$ cat config.mk
export PLATFORM = sky130hd
export DESIGN_NAME = bpi_interpolator
export DESIGN_NICKNAME = d
export VERILOG_FILES = /design/src/hdl/_end.sv /design/src/hdl/bpi_pkg.sv /design/src/hdl/bpi_interp.sv /design/src/hdl/bpi_fifo.sv /design/src/hdl/bpi_interpolator.sv
export SDC_FILE = /design/constraint.sdc
export NUM_CORES = 2
export LEC_CHECK = 0
export BUFFER_PORTS_ARGS = -buffer_cell sky130_fd_sc_hd__clkbuf_2
export CORE_MARGIN = 4
export CORE_UTILIZATION = 51
export CTS_CLUSTER_SIZE = 8
export DETAILED_ROUTE_END_ITERATION = 10
export PLACE_DENSITY = 0.7
export SLEW_MARGIN = 25
export SYNTH_ARGS = -nofsm -noshare
export SYNTH_HDL_FRONTEND = slang
export SYNTH_SLANG_ARGS = --single-unit
$ cat constraint.sdc
create_clock -name hclk -period 16.05 [get_ports hclk]
set_input_delay 0.8025 -clock hclk [delete_from_list [all_inputs] [get_ports hclk]]
set_output_delay 0.8025 -clock hclk [all_outputs]
set_load 0.03 [all_outputs]
$ cat src/hdl/_end.sv
`default_nettype none
`default_nettype wire

$ cat src/hdl/bpi_pkg.sv
// Purpose: Shared constants and types for the bilinear pixel interpolator
// Assumes: 32-bit AHB-Lite register access, one word per register
// Notes:   Register offsets are byte addresses on the low address byte
`default_nettype none
package bpi_pkg;
	// Register byte offsets
	localparam logic [7:0]  ADDR_CTRL      = 8'h00;
	localparam logic [7:0]  ADDR_SRC       = 8'h04;
	localparam logic [7:0]  ADDR_RESULT    = 8'h08;
	localparam logic [7:0]  ADDR_STATUS    = 8'h0c;
	// Control layout and reset
	localparam logic [15:0] CTL_WMASK      = 16'h6bff;
	localparam logic [15:0] CTL_RESET_VAL  = 16'h0000;
	localparam int          CTL_RST_BIT    = 10;
	localparam logic [1:0]  MODE_SINGLE_SHOT   = 2'h0;
	localparam logic [1:0]  MODE_PIPELINED_ROW = 2'h1;
	// Pipeline delay in output pixels
	localparam logic [2:0]  DLY_STD_PH0    = 3'h6;
	localparam logic [2:0]  DLY_STD_PH1    = 3'h7;
	localparam logic [2:0]  DLY_FAST_PH0   = 3'h2;
	localparam logic [2:0]  DLY_FAST_PH1   = 3'h3;
	localparam logic [2:0]  DLY_NONE       = 3'h0;
	// Single-shot latency in T-cycles
	localparam int          SHOT_STD_CYC   = 10;
	localparam int          SHOT_FAST_CYC  = 6;
	localparam logic [3:0]  SHOT_STD_LOAD  = 4'(SHOT_STD_CYC - 1);
	localparam logic [3:0]  SHOT_FAST_LOAD = 4'(SHOT_FAST_CYC - 1);
	// Arithmetic
	localparam logic [4:0]  WT_ONE         = 5'h10;
	localparam logic [17:0] RND_HALF       = 18'h00080;
	localparam int          PIX_SHIFT      = 8;
	localparam int          PIX_W          = 8;
	localparam int          FIFO_DEPTH     = 8;
	localparam int          HTRANS_ACT_BIT = 1;
	localparam logic        HRESP_OKAY     = 1'b0;

	typedef struct packed {
		logic       rsv15;
		logic       fast;
		logic       phase;
		logic       rsv12;
		logic       pair;
		logic       rst;
		logic [1:0] mode;
		logic [3:0] v;
		logic [3:0] h;
	} bpi_ctrl_s;

	typedef struct packed {
		logic [7:0] a;
		logic [7:0] b;
		logic [7:0] c;
		logic [7:0] d;
	} bpi_quad_s;

	typedef struct packed {
		logic [22:0] zero;
		logic [3:0]  fifo_cnt;
		logic [2:0]  dummy;
		logic        busy;
		logic        src_bot;
	} bpi_status_s;

	typedef enum logic [1:0] {EM_IDLE, EM_E0, EM_E1, EM_SHOT} bpi_emit_e;

	typedef struct packed {
		bpi_ctrl_s   ctrl;
		logic        dp_vld;
		logic        dp_wr;
		logic [7:0]  dp_addr;
		logic        rd_done;
		logic        rd_half;
		logic [31:0] rdata;
		logic        src_bot;
		logic [15:0] top;
		logic [15:0] bot;
		logic        prev_vld;
		logic [7:0]  prev_top;
		logic [7:0]  prev_bot;
		bpi_emit_e   em;
		logic [7:0]  pix;
		logic        pix_vld;
		logic [2:0]  dummy;
		logic [3:0]  shot_cnt;
	} bpi_state_s;
endpackage : bpi_pkg
`default_nettype wire

$ cat src/hdl/bpi_interp.sv
// Purpose: Combinational bilinear weighting of four pixels
// Assumes: Weights are numerators over sixteen
// Notes:   Result rounds half up, then drops eight fraction bits
`default_nettype none
module bpi_interp (
	input  wire bpi_pkg::bpi_quad_s q,
	input  wire logic [3:0]         h,
	input  wire logic [3:0]         v,
	output logic [7:0]              w
);
	import bpi_pkg::*;

	logic [4:0]  hi;
	logic [4:0]  hc;
	logic [4:0]  vi;
	logic [4:0]  vc;
	logic [9:0]  wa;
	logic [9:0]  wb;
	logic [9:0]  wc;
	logic [9:0]  wd;
	logic [17:0] sum;
	logic [17:0] rnd;

	assign hi  = {1'b0, h};
	assign vi  = {1'b0, v};
	assign hc  = WT_ONE - hi;
	assign vc  = WT_ONE - vi;
	assign wa  = hc * vc;
	assign wb  = hi * vc;
	assign wc  = hc * vi;
	assign wd  = hi * vi;
	assign sum = 18'(q.a) * 18'(wa) + 18'(q.b) * 18'(wb)
		+ 18'(q.c) * 18'(wc) + 18'(q.d) * 18'(wd);
	// Round half up
	assign rnd = sum + RND_HALF;
	assign w   = rnd[PIX_SHIFT +: PIX_W];
endmodule : bpi_interp
`default_nettype wire

$ cat src/hdl/bpi_fifo.sv
// Purpose: Output pixel FIFO with valid/ready on both sides
// Assumes: DEPTH is a power of two
// Notes:   Flush empties it in one cycle
`default_nettype none
module bpi_fifo #(
	parameter int WIDTH = 8,
	parameter int DEPTH = 8
) (
	input  wire logic                     clk,
	input  wire logic                     rstn,
	input  wire logic                     flush,
	input  wire logic                     in_valid,
	output logic                          in_ready,
	input  wire logic [WIDTH-1:0]         in_data,
	output logic                          out_valid,
	input  wire logic                     out_ready,
	output logic [WIDTH-1:0]              out_data,
	output logic [$clog2(DEPTH):0]        count
);
	localparam int AW = $clog2(DEPTH);

	logic [WIDTH-1:0] mem_ff [DEPTH];
	logic [AW-1:0]    wp_ff;
	logic [AW-1:0]    rp_ff;
	logic [AW:0]      cnt_ff;
	logic             push;
	logic             pop;

	assign in_ready  = cnt_ff != (AW+1)'(DEPTH);
	assign out_valid = cnt_ff != '0;
	assign out_data  = mem_ff[rp_ff];
	assign count     = cnt_ff;
	assign push      = in_valid && in_ready;
	assign pop       = out_valid && out_ready;

	always_ff @(posedge clk or negedge rstn) begin
		if (!rstn) begin
			wp_ff  <= '0;
			rp_ff  <= '0;
			cnt_ff <= '0;
		end else if (flush) begin
			wp_ff  <= '0;
			rp_ff  <= '0;
			cnt_ff <= '0;
		end else begin
			if (push) begin
				wp_ff <= wp_ff + 1'b1;
			end
			if (pop) begin
				rp_ff <= rp_ff + 1'b1;
			end
			cnt_ff <= cnt_ff + (AW+1)'(push) - (AW+1)'(pop);
		end
	end

	always_ff @(posedge clk) begin
		if (push && !flush) begin
			mem_ff[wp_ff] <= in_data;
		end
	end
endmodule : bpi_fifo
`default_nettype wire

$ cat src/hdl/bpi_interpolator.sv
// Purpose: Bilinear pixel interpolator with AHB-Lite register access
// Assumes: Word accesses only; low address byte decoded
// Notes:   Result reads wait until a pixel is available
// Behaviour
// Output is the bilinear blend of A,B,C,D by weights h and v.
// Control bits 7:4 hold v, bits 3:0 hold h, sixteenths each.
// Control bits 9:8 pick mode: 00 single-shot, 01 pipelined row.
// Pipelined mode yields a new pixel every two T-cycles once filled.
// Pairs arrive top then bottom, leftmost pixel in the low byte.
// Startup: four passes of two pair writes and two reads.
// Single-shot: write pairs, wait 10 or 6 cycles, read one result.
// Writing one to control bit 10 resets the interpolator state.
// Software resets the interpolator before changing modes.
// Bit 11 clear gives single pixels; set pairs outputs in row mode.
// Phase clear: first two outputs form first pair, first in low.
// Phase set: first output in high byte, low byte invalid.
// Bit 14 picks standard or fast pipeline depth.
// Row mode delay is 6, 7, 2 or 3 pixels by depth and phase.
// Pair mode keeps pixel delay; standard phase 0 gives three bad pairs.
// Standard, phase set: fourth pair half good, fifth pair fully good.
// Software writes zero to reserved control bits 15 and 12.
// Weighted sum rounds half up to eight bits in every mode.
//
// The AHB-Lite slave port and the register addresses were left to the implementer.
`default_nettype none
module bpi_interpolator #(
	parameter int DEPTH = bpi_pkg::FIFO_DEPTH
) (
	input  wire logic        hclk,
	input  wire logic        hresetn,
	input  wire logic        hsel,
	input  wire logic [31:0] haddr,
	input  wire logic [1:0]  htrans,
	input  wire logic        hwrite,
	input  wire logic [2:0]  hsize,
	input  wire logic [31:0] hwdata,
	input  wire logic        hready,
	output logic             hreadyout,
	output logic             hresp,
	output logic [31:0]      hrdata
);
	import bpi_pkg::*;

	bpi_state_s              s;
	bpi_state_s              n;
	bpi_ctrl_s               nc;
	bpi_quad_s               q0;
	bpi_quad_s               q1;
	bpi_status_s             st;
	logic [7:0]              w0;
	logic [7:0]              w1;
	logic                    f_in_ready;
	logic                    f_out_valid;
	logic                    f_pop;
	logic [PIX_W-1:0]        f_out_data;
	logic [$clog2(DEPTH):0]  f_cnt;
	logic                    soft_rst;
	logic                    wr_bot;
	logic                    wstall;
	logic                    adv;
	logic                    seq;
	logic                    pair_mode;
	logic                    take;
	logic [7:0]              px;

	function automatic logic [2:0] fill_delay(input bpi_ctrl_s c);
		logic [2:0] d;
		d = DLY_NONE;
		if (c.mode == MODE_PIPELINED_ROW) begin
			if (c.fast) begin
				d = c.phase ? DLY_FAST_PH1 : DLY_FAST_PH0;
			end else begin
				d = c.phase ? DLY_STD_PH1 : DLY_STD_PH0;
			end
		end
		return d;
	endfunction : fill_delay

	// Leftmost pixel in low byte
	assign q0 = '{a: s.prev_top, b: s.top[7:0], c: s.prev_bot, d: s.bot[7:0]};
	assign q1 = '{a: s.top[7:0], b: s.top[15:8], c: s.bot[7:0], d: s.bot[15:8]};

	// Two blend units
	bpi_interp u_interp0 (
		.q (q0),
		.h (s.ctrl.h),
		.v (s.ctrl.v),
		.w (w0)
	);

	bpi_interp u_interp1 (
		.q (q1),
		.h (s.ctrl.h),
		.v (s.ctrl.v),
		.w (w1)
	);

	bpi_fifo #(
		.WIDTH (PIX_W),
		.DEPTH (DEPTH)
	) u_fifo (
		.clk       (hclk),
		.rstn      (hresetn),
		.flush     (soft_rst),
		.in_valid  (s.pix_vld),
		.in_ready  (f_in_ready),
		.in_data   (s.pix),
		.out_valid (f_out_valid),
		.out_ready (f_pop),
		.out_data  (f_out_data),
		.count     (f_cnt)
	);

	// Mode decode
	assign seq       = s.ctrl.mode == MODE_PIPELINED_ROW;
	assign pair_mode = seq && s.ctrl.pair;
	assign adv       = !s.pix_vld || f_in_ready;
	assign hresp     = HRESP_OKAY;
	assign hrdata    = s.rdata;

	always_comb begin
		n         = s;
		nc        = bpi_ctrl_s'(hwdata[15:0] & CTL_WMASK);
		soft_rst  = 1'b0;
		wr_bot    = 1'b0;
		wstall    = 1'b0;
		f_pop     = 1'b0;
		take      = 1'b0;
		px        = 8'h00;
		st        = '0;
		st.fifo_cnt = 4'(f_cnt);
		st.dummy    = s.dummy;
		st.busy     = s.em != EM_IDLE;
		st.src_bot  = s.src_bot;
		hreadyout = 1'b1;

		if (s.pix_vld && f_in_ready) begin
			n.pix_vld = 1'b0;
		end
		// Two pixels per row pair write; one for the first pair after reset and one per single-shot
		unique case (s.em)
			EM_IDLE: begin
			end
			EM_E0: begin
				if (adv) begin
					n.pix     = w0;
					n.pix_vld = 1'b1;
					n.em      = EM_E1;
				end
			end
			EM_E1: begin
				if (adv) begin
					n.pix      = w1;
					n.pix_vld  = 1'b1;
					n.em       = EM_IDLE;
					n.prev_vld = 1'b1;
					n.prev_top = s.top[15:8];
					n.prev_bot = s.bot[15:8];
				end
			end
			EM_SHOT: begin
				if (s.shot_cnt != 4'h0) begin
					n.shot_cnt = s.shot_cnt - 4'h1;
				end else if (adv) begin
					n.pix     = w1;
					n.pix_vld = 1'b1;
					n.em      = EM_IDLE;
				end
			end
		endcase

		if (s.dp_vld && s.dp_wr) begin
			unique case (s.dp_addr)
				ADDR_CTRL: begin
					// Weight and control fields
					n.ctrl = nc;
					n.ctrl.rst = 1'b0;
					soft_rst = hwdata[CTL_RST_BIT];
				end
				ADDR_SRC: begin
					if (!s.src_bot) begin
						n.top     = hwdata[15:0];
						n.src_bot = 1'b1;
					end else if (s.em != EM_IDLE) begin
						wstall = 1'b1;
					end else begin
						wr_bot    = 1'b1;
						n.bot     = hwdata[15:0];
						n.src_bot = 1'b0;
						// Single-shot latency by depth
						n.shot_cnt = s.ctrl.fast ? SHOT_FAST_LOAD : SHOT_STD_LOAD;
						if (seq) begin
							n.em = s.prev_vld ? EM_E0 : EM_E1;
						end else begin
							n.em = EM_SHOT;
						end
					end
				end
				default: begin
				end
			endcase
			hreadyout = !wstall;
		end else if (s.dp_vld) begin
			hreadyout = s.rd_done;
			if (!s.rd_done) begin
				unique case (s.dp_addr)
					ADDR_CTRL: begin
						n.rdata   = {16'h0000, s.ctrl};
						n.rd_done = 1'b1;
					end
					ADDR_STATUS: begin
						n.rdata   = st;
						n.rd_done = 1'b1;
					end
					ADDR_RESULT: begin
						// Fill pixels read as indeterminate
						// Fills counted per pixel
						if (s.dummy != 3'h0) begin
							take    = 1'b1;
							n.dummy = s.dummy - 3'h1;
						end else if (f_out_valid) begin
							take  = 1'b1;
							px    = f_out_data;
							f_pop = 1'b1;
						end
						// Single pixel or pair per read
						if (take && pair_mode && !s.rd_half) begin
							n.rdata   = {24'h000000, px};
							n.rd_half = 1'b1;
						end else if (take && pair_mode) begin
							// First pixel in low byte
							n.rdata   = {16'h0000, px, s.rdata[7:0]};
							n.rd_half = 1'b0;
							n.rd_done = 1'b1;
						end else if (take) begin
							n.rdata   = {24'h000000, px};
							n.rd_done = 1'b1;
						end
					end
					default: begin
						n.rdata   = 32'h00000000;
						n.rd_done = 1'b1;
					end
				endcase
			end
		end

		if (s.dp_vld && hreadyout) begin
			n.dp_vld  = 1'b0;
			n.rd_done = 1'b0;
		end
		if (hready && hsel && htrans[HTRANS_ACT_BIT]) begin
			n.dp_vld  = 1'b1;
			n.dp_wr   = hwrite;
			n.dp_addr = haddr[7:0];
		end

		// Soft reset clears the pipeline
		if (soft_rst) begin
			n.src_bot  = 1'b0;
			n.prev_vld = 1'b0;
			n.em       = EM_IDLE;
			n.pix_vld  = 1'b0;
			n.shot_cnt = 4'h0;
			n.rd_half  = 1'b0;
			// Phase adds one fill pixel
			n.dummy    = fill_delay(nc);
		end
	end

	always_ff @(posedge hclk or negedge hresetn) begin
		if (!hresetn) begin
			s      <= '0;
			s.ctrl <= bpi_ctrl_s'(CTL_RESET_VAL);
			s.em   <= EM_IDLE;
		end else begin
			s <= n;
		end
	end
endmodule : bpi_interpolator
`default_nettype wire

==> qor.csv <==
metric;value;unit
status;finished, final reports clean;
Final min period;11.96;ns
Slowest cell on crit path;nor3b_1;
Pre-antenna DRT Iters;5;
maxcap violations;0;
number of DRC markers in iteration 0;1389;
core area;0.0566;mm^2
Mapped Cells;2973;
synthesized cell area;0.0293;mm^2
Horiz. Die Dim;248;um
CTS root buf;clkbuf_16;
largest net degree at the start of global routing;81;
Post-synth EDFFs;64;
DRT antenna net count;0;
Via Count;20351;
reg-to-reg slack, setup;4.09;ns
Cell Area, Placed;0.0302;mm^2
Worst path max stage delay;0.68;ns
clock-pin slew on the worst setup and hold paths;0.08;ns
post-synthesis async set-or-reset flop share;65.0;%
HP Class;in2async;
GRT Overall Usage;26.3;%
CP startpoint kind;register;
residual DRC count;0;
Area Growth Syn to Fin;5.26;%
clock tree buffer depth;2;
final WL;76900;um
Worst Skew;0.0201;ns
top_reg_cell synth;dfrtp_1;
fmax;83.6;MHz
Starting Density;51.7;%
die area;0.0613;mm^2
clk sink count;183;
# nets final;3829;
period utilization;74.5;%
crit path DAT;12.29;ns
post-synth cell types;73;
CTS tree;yes;
Worst-Skew Late Latency;0.46;ns
IO Pins;108;
worst endpoint required time;16.38;ns
Hold Violations, Final;0;
setup repair bufs after CTS;0;
kind of critical path;reg2reg;
Syn Area/Cell;9.85;um^2
vias in the first global route;22446;
Overflow after GRT;0;
Seq/Total Area, Yosys;16.7;%
RR Endpoint;s[15];
actual slew at the worst max-slew pin;1.06;ns
DR WL/cell;20.7;um
Reg-to-Reg Start;s[117];
Hold Buf Count CTS;0;
hpwl dp;59300;um
RSZ-0062 raised after global routing;false;
CP Max Fanout;16;
cell area after layout;0.0308;mm^2
CP Capture Type;register;
initial antenna violation count;2;
hold slack final;0.313;ns
Synth warnings;0;
post-CTS sizing;0;
Vias per Instance;5.48;
fraction of layout cells with a size suffix above 1;7.60;%
final setup fails;0;
Rows;87;
Pins Over Slew Limit;0;
first-pass GRT wire length;124000;um
# port buffers;46;
RD Place Congestion;0.934;
Max-slew headroom;29.2;%
Die H;248;um
worst r2r path cells;40;
Yosys reg bits;183;
H-tree Lvls;4;
Final TNS setup;0;ns
CTS Buf Count;17;
## cells by family after synthesis
family	Yosys count	share of synthesized area, %
xor gates and xnor gates	81	2.66
DFF	183	16.7
AOI/OAI and AO/OA	159	3.56
buffers and inverters	825	11.1
muxes	94	4.20
other	1	0.0128
and+or+nand+nor	821	14.3
adders and majority gates	809	47.4
## worst max path at each step
stage,start,endpoint,cells after the start
after detailed placement,s[117],s[15],40
after floorplan,s[116],s[15],41
after global routing,s[117],s[14],40
final,s[117],s[15],40
after CTS,s[117],s[15],40
after global placement,s[117],s[15],40
## registers in the layout, indices dropped and copies added, names as in the netlist
| register | flops |
|---|---|
| s | 45 |
| q0 | 32 |
| q1 | 16 |
| u_fifo.mem_ff | 64 |
| u_fifo.rp_ff | 3 |
| u_fifo.wp_ff | 3 |
| hrdata | 16 |
| u_fifo.count | 4 |
## metal layers
layer	vias up	wire length [um]	GRT usage (%)
li1	8945	-	-
met3	194	6830	5.25
met1	10313	30700	35.9
met4	2	4420	11.9
met2	897	34900	41.1
met5	-	13	0
## critical path: cells and delay by family (launching register included)
kind / cells / cell delay, ns
adder cells (fa/ha/maj): 14 / 6.26
AND/OR/NAND/NOR: 6 / 1.30
flip-flops: 1 / 0.56
buffers and inverters: 12 / 1.13
AO/OA/AOI/OAI: 6 / 2.06
XOR/XNOR: 2 / 0.50
## cell usage in the layout (no fill, tap or decap), types with 5 or more instances in the layout
master and count:
xor2_1 19, dfrtp_1 117, inv_1 670, clkbuf_2 45
and2_1 297, edfxtp_1 64, nor2_1 56, a221oi_1 5
mux2i_1 7, conb_1 17, clkbuf_16 17, o21ai_0 39
buf_4 47, a21oi_1 38, o21bai_1 11, clkinv_8 6
xnor2_1 56, ha_1 307, nand3_1 16, inv_12 6
nor2b_1 14, xnor3_1 5, nand2b_1 13, fa_1 502
mux2_2 71, and3_1 45, nand2_1 331, a21o_1 12
a22oi_1 7, a22o_1 6, mux4_2 16, nor3_1 16
a211oi_1 8
## area by class of cell
type                    count  area, um^2
diodes                      2        5.00
clock buffers              17         425
clock inverters            15         224
fillers                  4978       25800
inverters                 670        2510
multi-input cells        1981       21200
flip-flops and latches    183        4900
well taps                 756         946
repair buffers             93         589
## Yosys cell counts, drive strengths merged, types with 3 or more instances
cell	number	area share, %
a211oi	8	0.21
a221oi	5	0.15
a222oi	4	0.14
xor2	19	0.57
edfxtp	64	6.6
clkbuf	107	1.4
a41oi	3	0.090
nor2b	14	0.30
nor4	4	0.16
mux2i	7	0.24
nand2b	13	0.28
and3	45	0.96
xnor2	57	1.7
or2	3	0.064
and2	298	6.4
nor3b	4	0.10
o21bai	11	0.28
a21o	12	0.31
mux2	71	2.7
nand4	4	0.085
nand2	332	4.3
inv	670	8.6
dfrtp	119	10
nand3	17	0.31
nor4bb	3	0.10
fa	502	34
mux4	16	1.2
nor2	56	0.72
a31oi	3	0.064
a22o	6	0.18
o21ai	41	0.70
nor3	16	0.27
xnor3	5	0.38
buf	48	1.1
a22oi	7	0.18
ha	307	13
a21oi	38	0.65
## per-stage QoR
stage	util [%]	setup WS [ns]	std cells
global placement	53.3	4.31	3683
CTS	54.4	4.14	3715
global route	54.4	3.55	3715
finish	54.5	4.09	3717
floorplan	-	5.80	2989
detailed placement	53.3	4.21	3683
Power is left out: the tool's default activity adds up to more than one toggle a clock period on the data nets, which glitch-free logic cannot reach.
